## config.mk

```make
export PLATFORM = sky130hd
export DESIGN_NAME = rsd_top
export DESIGN_NICKNAME = d
export VERILOG_FILES = /design/src/design/rsd_pkg.sv /design/src/design/rsd_stretch.sv /design/src/design/rsd_top.sv
export SDC_FILE = /design/constraint.sdc
export NUM_CORES = 1
export LEC_CHECK = 0
export BUFFER_PORTS_ARGS = -buffer_cell sky130_fd_sc_hd__buf_2
export CORE_UTILIZATION = 35
export DETAILED_ROUTE_END_ITERATION = 10
export GPL_ROUTABILITY_DRIVEN = 1
export PLACE_DENSITY = 0.54
export SLEW_MARGIN = 20
export SYNTH_ARGS = -nofsm -noshare
export SYNTH_HDL_FRONTEND = slang
export SYNTH_HIERARCHICAL = 1
export SYNTH_SLANG_ARGS = --single-unit
```

## constraint.sdc

```tcl
create_clock -name CLK_IN -period 4.2 [get_ports CLK_IN]
set_input_delay 0.63 -clock CLK_IN [delete_from_list [all_inputs] [get_ports CLK_IN]]
set_output_delay 0.63 -clock CLK_IN [all_outputs]
set_load 0.005 [all_outputs]
```

## src/design/rsd_pkg.sv

```systemverilog
// package of reset source distribution types and constants
`default_nettype none
package rsd_pkg;
  // ==========================================
  // source and unit counts
  localparam int unsigned NUM_SRC = 6;
  localparam int unsigned NUM_UNIT = 8;
  // stretch length of each unit reset pulse, in cycles
  localparam logic [3:0] STRETCH_CYC = 4'h4;
  // rank shown when no ranked source stands, also the reset value
  localparam logic [2:0] RANK_NONE = 3'h7;
  // ==========================================
  // bit positions of sources in the source vector
  localparam int unsigned SRC_ALT = 0;
  localparam int unsigned SRC_PCI = 1;
  localparam int unsigned SRC_ISO = 2;
  localparam int unsigned SRC_D3D0 = 3;
  localparam int unsigned SRC_SWR = 4;
  localparam int unsigned SRC_SEL = 5;
  // ==========================================
  // bit positions of units in the unit vector
  localparam int unsigned U_EEP = 0;
  localparam int unsigned U_UCODE = 1;
  localparam int unsigned U_MAC = 2;
  localparam int unsigned U_PTR = 3;
  localparam int unsigned U_PCICFG = 4;
  localparam int unsigned U_PHY = 5;
  localparam int unsigned U_PME = 6;
  localparam int unsigned U_STAT = 7;
  // coverage masks per unit, bit order sel,swr,d3d0,iso,pci,alt
  localparam logic [5:0] COV_EEP = 6'h07;
  localparam logic [5:0] COV_UCODE = 6'h1b;
  localparam logic [5:0] COV_MAC = 6'h1f;
  localparam logic [5:0] COV_PTR = 6'h3b;
  localparam logic [5:0] COV_PCICFG = 6'h0f;
  localparam logic [5:0] COV_PHY = 6'h03;
  localparam logic [5:0] COV_PME = 6'h01;
  localparam logic [5:0] COV_STAT = 6'h1b;
  // ==========================================
  // carriers
  typedef logic [NUM_SRC-1:0] rsd_src_t;
  typedef logic [NUM_UNIT-1:0] rsd_unit_t;
  typedef struct packed {
    logic [3:0] cnt;
  } rsd_str_state_t;
  typedef enum logic [1:0] {
    RSD_IDLE = 2'b00,
    RSD_ACTIVE = 2'b01,
    RSD_HOLD = 2'b11
  } rsd_mode_t;
  typedef struct packed {
    rsd_mode_t mode;
    rsd_src_t src;
    logic [2:0] rank;
  } rsd_top_state_t;
endpackage
`default_nettype wire

```

## src/design/rsd_stretch.sv

```systemverilog
// one-unit reset stretcher holding reset for a minimum count
`default_nettype none
module rsd_stretch #(
  parameter logic [3:0] LEN = rsd_pkg::STRETCH_CYC
) (
  input wire logic clk_in,
  input wire logic arst_n_in,
  input wire logic trig_in,
  output logic rst_out
);
  rsd_pkg::rsd_str_state_t st_ff;
  rsd_pkg::rsd_str_state_t nxt_st;
  // reload while trigger stands, else count down
  always_comb begin
    nxt_st = st_ff;
    if (trig_in) begin
      nxt_st.cnt = LEN;
    end else if (st_ff.cnt != 4'h0) begin
      nxt_st.cnt = st_ff.cnt - 4'h1;
    end
  end
  // asserted out of reset so units start cleared
  always_ff @(posedge clk_in or negedge arst_n_in) begin
    if (!arst_n_in) begin
      st_ff <= '{cnt: LEN};
    end else begin
      st_ff <= nxt_st;
    end
  end
  assign rst_out = (st_ff.cnt != 4'h0);
endmodule
`default_nettype wire

```

## src/design/rsd_top.sv

```systemverilog
// reset source distribution top: maps sources onto unit resets
`default_nettype none
module rsd_top (
  input wire logic CLK_IN,
  input wire logic ARST_N_IN,
  input wire logic ALTERNATE_HW_RESET_N_IN,
  input wire logic PCI_RST_N_IN,
  input wire logic BUS_ISOLATION_INPUT_N_IN,
  input wire logic D3_TO_D0_IN,
  input wire logic SW_RESET_IN,
  input wire logic SEL_RESET_IN,
  input wire logic AUX_POWER_IN,
  output logic [7:0] UNIT_RST_OUT,
  output logic [5:0] ACTIVE_SRC_OUT,
  output logic [2:0] TOP_SRC_OUT,
  output logic BUSY_OUT
);
  // ==========================================
  // source capture
  rsd_pkg::rsd_top_state_t st_ff;
  rsd_pkg::rsd_top_state_t nxt_st;
  rsd_pkg::rsd_src_t src_now;
  rsd_pkg::rsd_unit_t trig;
  logic [2:0] prio;
  // gather the six sources as active-high levels or pulses
  always_comb begin
    src_now = '0;
    src_now[rsd_pkg::SRC_ALT] = !ALTERNATE_HW_RESET_N_IN;
    src_now[rsd_pkg::SRC_PCI] = !PCI_RST_N_IN;
    src_now[rsd_pkg::SRC_ISO] = !BUS_ISOLATION_INPUT_N_IN;
    src_now[rsd_pkg::SRC_D3D0] = D3_TO_D0_IN;
    src_now[rsd_pkg::SRC_SWR] = SW_RESET_IN;
    src_now[rsd_pkg::SRC_SEL] = SEL_RESET_IN;
  end
  // ==========================================
  // coverage map: each unit but PME fires if any covering source is active
  always_comb begin
    trig = '0;
    trig[rsd_pkg::U_EEP] = |(src_now & rsd_pkg::COV_EEP);
    trig[rsd_pkg::U_UCODE] = |(src_now & rsd_pkg::COV_UCODE);
    trig[rsd_pkg::U_MAC] = |(src_now & rsd_pkg::COV_MAC);
    trig[rsd_pkg::U_PTR] = |(src_now & rsd_pkg::COV_PTR);
    trig[rsd_pkg::U_PCICFG] = |(src_now & rsd_pkg::COV_PCICFG);
    trig[rsd_pkg::U_PHY] = |(src_now & rsd_pkg::COV_PHY);
    trig[rsd_pkg::U_STAT] = |(src_now & rsd_pkg::COV_STAT);
    // aux power keeps wake state alive across a bus reset
    trig[rsd_pkg::U_PME] = src_now[rsd_pkg::SRC_ALT]
                         | (src_now[rsd_pkg::SRC_PCI] & !AUX_POWER_IN);
  end
  // ==========================================
  // precedence encode, for status only; resets themselves are a union
  always_comb begin
    prio = rsd_pkg::RANK_NONE;
    if (src_now[rsd_pkg::SRC_ALT]) begin
      prio = 3'h0;
    end else if (src_now[rsd_pkg::SRC_PCI]) begin
      prio = 3'h1;
    end else if (src_now[rsd_pkg::SRC_SWR]) begin
      prio = 3'h2;
    end else if (src_now[rsd_pkg::SRC_SEL]) begin
      prio = 3'h3;
    end
  end
  // ==========================================
  // per-unit stretchers give every unit a clean minimum pulse
  genvar gi;
  generate
    for (gi = 0; gi < rsd_pkg::NUM_UNIT; gi++) begin : g_unit
      rsd_stretch u_str (
        .clk_in(CLK_IN),
        .arst_n_in(ARST_N_IN),
        .trig_in(trig[gi]),
        .rst_out(UNIT_RST_OUT[gi])
      );
    end
  endgenerate
  // ==========================================
  // status tracker: idle, active while sources stand, hold while stretching
  always_comb begin
    nxt_st = st_ff;
    nxt_st.src = src_now;
    nxt_st.rank = prio;
    case (st_ff.mode)
      rsd_pkg::RSD_IDLE: begin
        if (|src_now) begin
          nxt_st.mode = rsd_pkg::RSD_ACTIVE;
        end
      end
      rsd_pkg::RSD_ACTIVE: begin
        if (!(|src_now)) begin
          nxt_st.mode = rsd_pkg::RSD_HOLD;
        end
      end
      rsd_pkg::RSD_HOLD: begin
        if (|src_now) begin
          nxt_st.mode = rsd_pkg::RSD_ACTIVE;
        end else if (!(|UNIT_RST_OUT)) begin
          nxt_st.mode = rsd_pkg::RSD_IDLE;
        end
      end
      default: begin
        nxt_st.mode = rsd_pkg::RSD_IDLE;
      end
    endcase
  end
  // register the tracker; starts in hold since units come out in reset
  always_ff @(posedge CLK_IN or negedge ARST_N_IN) begin
    if (!ARST_N_IN) begin
      st_ff <= '{mode: rsd_pkg::RSD_HOLD, src: '0, rank: rsd_pkg::RANK_NONE};
    end else begin
      st_ff <= nxt_st;
    end
  end
  // rank rides in the state word, so it stays aligned with the source copy
  assign ACTIVE_SRC_OUT = st_ff.src;
  assign TOP_SRC_OUT = st_ff.rank;
  assign BUSY_OUT = (st_ff.mode != rsd_pkg::RSD_IDLE);
endmodule
`default_nettype wire

```

[After elaboration in Yosys (flattened, before gate mapping)]
Cells that the tools add are included.
Word-level totals
  bits in registers: 43
  input port bits: 9
Operators by class
  add/sub/neg operators: 8
  eq/ne operators: 5
  muxes and demuxes: 25
  bitwise gates (word level): 2
  reduce and logical (&&, ||, !) cells: 31
Operator list (number)
  2-to-1 mux 4 bit: 16
  nonzero test 4 bit: 8
  subtractor 4 x 1 -> 4 bit, second input constant: 8
  nonzero test 2 bit: 9
  2-to-1 mux 3 bit: 4
  OR reduction 5 bit: 2
  2-to-1 mux 2 bit: 4
  OR reduction 4 bit: 2
  OR reduction 8 bit: 1
  case mux 2 bit (3 select lines): 1
  OR reduction 6 bit: 1
  zero test 1 bit: 4
  != test 2 bit, second input constant: 2
  != test 3 bit, second input constant: 1
  AND reduction 3 bit: 1
  OR reduction 3 bit: 1
  equality test 2 x 1 -> 1 bit, second input constant: 1
  equality test 2 bit, second input constant: 1
  zero test 2 bit: 1
  OR reduction 2 bit: 1
  bitwise AND 1 bit: 1
  OR 1 bit: 1

[Logic depth before layout (Yosys ltp)]
  depth after elaboration: 5
  mapped depth: 7
  depth with buffers taken out: 7

[Hierarchy]
The synthesis kept the hierarchy.
Modules (own cells, without submodules)
  rsd_stretch: instances 8, cells each 24, area each 254.0 sq um, seq. area each 101.3 sq um
  rsd_top: instances 1, cells each 43, area each 514.2 sq um, seq. area each 281.5 sq um

[Least setup slack after synthesis]
Ideal clock, no wire load.
  path kind: register -> register
  start: register g_unit[5].u_str/st_ff[0] in the netlist's numbering
  end: register st_ff[9] (netlist name)
  library setup time: 0.094 ns
  arrival time: 1.830 ns
  data required time: 4.106 ns
  slack: 2.276 ns
  cell stages (with the launch flop): 8
  buffers on the path: 0
  clock period less this slack: 1.924 ns
  cells stage by stage: dfrtp_1 inv_1 ha_1 nor3b_4 inv_1 or4_1 o41ai_2 a22oi_1
RTL lines
  start, declared: RTL line rsd_stretch.sv:11  | rsd_pkg::rsd_str_state_t st_ff;
  start signal, assigned: RTL line rsd_stretch.sv:25  | st_ff <= '{cnt: LEN};
  start signal, assigned: RTL line rsd_stretch.sv:27  | st_ff <= nxt_st;

==> impl_metrics.prom <==
# TYPE chip_impl_metric gauge
chip_impl_metric{name="netlist_area",unit="sq um"} 2546
chip_impl_metric{name="post_cts.resized_instances",unit=""} 0
chip_impl_metric{name="grt_util_all_layers",unit="%"} 12.61
chip_impl_info{name="worst_path_most_repeated_cell",value="sky130_fd_sc_hd__inv_1"} 1
chip_impl_metric{name="post_synth_inst_count",unit=""} 235
chip_impl_metric{name="critPathMaxStageDelay",unit="ns"} 0.61
chip_impl_metric{name="seq_power_share",unit="%"} 50.4
chip_impl_metric{name="p_leak",unit="uW"} 0.001246
chip_impl_metric{name="worst_slew_pin_slew",unit="ns"} 0.7406
chip_impl_metric{name="post_layout_nonfiller_instances",unit=""} 356
chip_impl_metric{name="yosys_register_bits",unit=""} 43
chip_impl_metric{name="num_antenna_cells",unit=""} 0
chip_impl_metric{name="wire_length_of_the_first_global_routing_pass",unit="um"} 7307
chip_impl_metric{name="timing.setup.tns",unit="ns"} 0
chip_impl_metric{name="comb_power_share",unit="%"} 12.3
chip_impl_metric{name="floorplan.die.height",unit="um"} 87.29
chip_impl_metric{name="timing.final.crit_period",unit="ns"} 2.143
chip_impl_metric{name="cts_setup_buffers",unit=""} 0
chip_impl_info{name="synth.top_cells.by_area",value="sky130_fd_sc_hd__dfrtp_1 (29%), sky130_fd_sc_hd__dfstp_2 (13%), sky130_fd_sc_hd__mux2_2 (11%)"} 1
chip_impl_metric{name="ys_seq_area_share",unit="%"} 42.90
chip_impl_metric{name="clock_insertion_delay_worst_skew",unit="ns"} 0.29
chip_impl_info{name="outcome",value="finished clean"} 1
chip_impl_metric{name="dr.pass1.iters",unit=""} 4
chip_impl_metric{name="report.final.setup_viol",unit=""} 0
chip_impl_info{name="cts_tree",value="yes"} 1
chip_impl_metric{name="route.detailed.drc",unit=""} 0
chip_impl_metric{name="placedCellCount",unit=""} 348
chip_impl_metric{name="num_rows",unit=""} 30
chip_impl_metric{name="dpl.hpwl",unit="um"} 3210
chip_impl_metric{name="crit_fanout",unit=""} 4
chip_impl_metric{name="p_sw_share",unit="%"} 23.45
chip_impl_metric{name="final_max_slew_viol_count",unit=""} 0
chip_impl_metric{name="synth_to_layout_area_growth",unit="%"} 11.89
chip_impl_metric{name="initial_core_utilization",unit="%"} 36.87
chip_impl_metric{name="floorplan.die.width",unit="um"} 87.29
chip_impl_metric{name="vias_per_cell",unit=""} 4.500
chip_impl_metric{name="powerDensity",unit="nW/um^2"} 313.0
chip_impl_metric{name="setup.reg_to_reg.worst_slack",unit="ns"} 2.06
chip_impl_metric{name="gpl_wtd_cong",unit=""} 0.7036
chip_impl_metric{name="tritoncts.num_buffers",unit=""} 5
chip_impl_metric{name="reg2regPathDepth",unit=""} 7
chip_impl_metric{name="grt_pass1_vias",unit=""} 1585
chip_impl_info{name="crit_chain",value="inv_1 -> ha_1 -> nor3b_4 -> inv_1 -> or4_1 -> o41ai_2 -> a22oi_1"} 1
chip_impl_metric{name="detail_route.wirelength",unit="um"} 4270
chip_impl_metric{name="max_freq",unit="MHz"} 466.7
chip_impl_metric{name="synth_area_per_cell",unit="sq um"} 10.83
chip_impl_metric{name="clk_buf_depth",unit=""} 2
chip_impl_metric{name="multi_input_area",unit="sq um"} 1277
chip_impl_info{name="rsz0062_at_grt",value="false"} 1
chip_impl_metric{name="timing_hold_violations_final",unit=""} 0
chip_impl_metric{name="power.switching",unit="uW"} 209.1
chip_impl_metric{name="drt_first_iter_violations",unit=""} 29
chip_impl_metric{name="clockPowerShare",unit="%"} 37.3
chip_impl_metric{name="crit_path_setup_slack_layout",unit="ns"} 2.057
chip_impl_metric{name="gr-total-overflow",unit=""} 0
chip_impl_metric{name="worst_slew_margin_rel",unit="%"} 50.11
chip_impl_metric{name="cts_h_tree_depth",unit=""} 2
chip_impl_info{name="timing_worst_setup_path_type",value="flip-flop to flip-flop"} 1
chip_impl_metric{name="count_of_hold_buffers_inserted_by_post_cts_repair",unit=""} 0
chip_impl_metric{name="clock-sinks",unit=""} 43
chip_impl_info{name="holdCritPathClass",value="input pin to async pin"} 1
chip_impl_info{name="startpoint_kind_of_the_worst_setup_timing_path",value="flip-flop"} 1
chip_impl_metric{name="vdd_drop_max",unit="V"} 0.0001218
chip_impl_info{name="worst_setup_path_end_kind",value="flip-flop"} 1
chip_impl_metric{name="total_nets_after_synthesis",unit=""} 260
chip_impl_info{name="clockRootBuffer",value="sky130_fd_sc_hd__clkbuf_8"} 1
chip_impl_metric{name="filler_cell_count",unit=""} 693
chip_impl_metric{name="internal_power",unit="uW"} 682.6
chip_impl_metric{name="avgRoutedWirePerCell",unit="um"} 11.99
chip_impl_metric{name="post_synth_num_cell_types",unit=""} 23
chip_impl_metric{name="design.core.area",unit="sq um"} 6907
chip_impl_metric{name="yosys.area.top_type_share",unit="%"} 29.48
chip_impl_metric{name="drive_above_1_share",unit="%"} 33.08
chip_impl_metric{name="worst-endpoint-required",unit="ns"} 4.41
chip_impl_metric{name="ant_nets",unit=""} 0
chip_impl_metric{name="number_of_antenna_violations_at_the_first_check_in_global_routing",unit=""} 0
chip_impl_metric{name="nets",unit=""} 284
chip_impl_metric{name="post-route-period-util",unit="%"} 51.01
chip_impl_metric{name="dr_total_vias",unit=""} 1602
chip_impl_metric{name="yosysWarningCount",unit=""} 6
chip_impl_metric{name="fp.dieArea",unit="sq um"} 7620
chip_impl_metric{name="worstPathArrival",unit="ns"} 2.35
chip_impl_metric{name="clock_skew",unit="ns"} 0.003388
chip_impl_metric{name="boundaryPins",unit=""} 27
chip_impl_info{name="crit_slowest_cell",value="sky130_fd_sc_hd__or4_1"} 1
chip_impl_info{name="synth.largest_area_cell",value="sky130_fd_sc_hd__dfrtp_1"} 1
chip_impl_metric{name="ff_latch_area",unit="sq um"} 1092
chip_impl_metric{name="cap_viol_max_count",unit=""} 0
chip_impl_metric{name="fin_total_pwr",unit="uW"} 891.8
chip_impl_metric{name="grt_start_max_net_pins",unit=""} 44
chip_impl_metric{name="detailedPlace.worstSlack",unit="ns"} 2.032
chip_impl_metric{name="cts.reportedPaths.clkPinSlew",unit="ns"} 0.08
chip_impl_metric{name="place.port_buffers",unit=""} 26
-- worst max-delay path: cells and delay by family, from the launching register on --
kind / cells / cell delay [ns]
buffers and inverters: 2 / 0.18
and+or+nand+nor: 2 / 0.88
AOI/OAI and AO/OA: 2 / 0.40
DFF: 1 / 0.41
adders and majority gates: 1 / 0.19
-- synth_stat cells, drive strengths merged --
library cell,count
nor3,17
nand3,1
nand2,1
a21oi,1
inv,29
or2,4
or4,2
a22oi,1
a211o,8
a2111oi,1
dfrtp,30
mux2,24
buf,9
o21ai,1
nor2b,40
dfstp,13
o41ai,1
nor3b,8
nand4bb,1
nand2b,9
nor2,18
ha,16
-- worst paths after layout --
kind / start / to
max: g_unit[5].u_str/st_ff[0] / st_ff[9]
min: ARST_N_IN / g_unit[6].u_str/st_ff[3]
max reg2reg: g_unit[5].u_str/st_ff[0] / st_ff[9]
min reg2reg: st_ff[9] / st_ff[9]
max in group asynchronous: ARST_N_IN / st_ff[10]
min in group CLK_IN: SW_RESET_IN / ACTIVE_SRC_OUT[4]
-- stage by stage --
stage / util (%) / area, sq um / hold WS (ns)
6_report: 41.25 / 2849 / 0.3257
5_1_grt: 41.25 / 2849 / 0.3631
4_1_cts: 41.21 / 2846 / 0.4733
3_5_place_dp: 39.51 / 2729 / 0.4775
3_3_place_gp: 39.51 / 2729 / 0.4693
2_1_floorplan: - / 2546 / 0.3344
-- cells in the final DEF, fill, tap and decap left out, types with 2 or more instances in the layout --
cell                       synthesis  layout
sky130_fd_sc_hd__a211o_1           8       8
sky130_fd_sc_hd__buf_2             0      25
sky130_fd_sc_hd__clkbuf_8          0       6
sky130_fd_sc_hd__dfrtp_1          30      30
sky130_fd_sc_hd__dfstp_2          13      13
sky130_fd_sc_hd__ha_1             16      16
sky130_fd_sc_hd__inv_1            29      29
sky130_fd_sc_hd__mux2_2           24      24
sky130_fd_sc_hd__nand2b_1          9       9
sky130_fd_sc_hd__nor2_1           18      18
sky130_fd_sc_hd__nor2b_1          40      40
sky130_fd_sc_hd__nor3_1           17      17
sky130_fd_sc_hd__nor3b_4           8       8
sky130_fd_sc_hd__or2_2             3       3
sky130_fd_sc_hd__or4_1             2       2
-- final cells by class --
type	instances	share of cell area, %
well taps	96	4.216
clock buffers	6	2.899
clock inverters	2	1.230
flip-flops and latches	43	38.34
multi-input cells	154	44.84
repair buffers	26	4.655
inverters	29	3.821
-- cell families after synthesis --
group,count (synthesis),share of synthesized area [%]
fa+ha+maj,16,7.862
simple gates,101,27.03
flops,43,42.90
mux,24,10.61
compound gates,13,4.668
buf+inv,38,6.928
-- state kept, by name (all words and copies together), names as in the netlist --
| signal | flops |
|---|---|
| ACTIVE_SRC_OUT | 6 |
| st_ff | 2 |
| g_unit.u_str/st_ff | 32 |
| TOP_SRC_OUT | 3 |
-- per-layer routing --
layer | routed length [um] | GRT usage [%] | up-vias
li1 | - | - | 816
met5 | 0 | 0 | -
met3 | 161 | 3.791 | 2
met4 | 27 | 4.024 | 0
met1 | 2170 | 16.85 | 764
met2 | 1910 | 19.53 | 20
-- power groups by stage --
stage / clock [uW] / sequential [uW] / combinational [uW]
2_1_floorplan: 0 / 454 / 81.7
3_3_place_gp: 0 / 457 / 112
3_5_place_dp: 0 / 457 / 112
4_1_cts: 349 / 450 / 113
5_1_grt: 365 / 453 / 127
6_report: 332 / 449 / 110
Note: power is estimated with default switching activity, not from simulation.
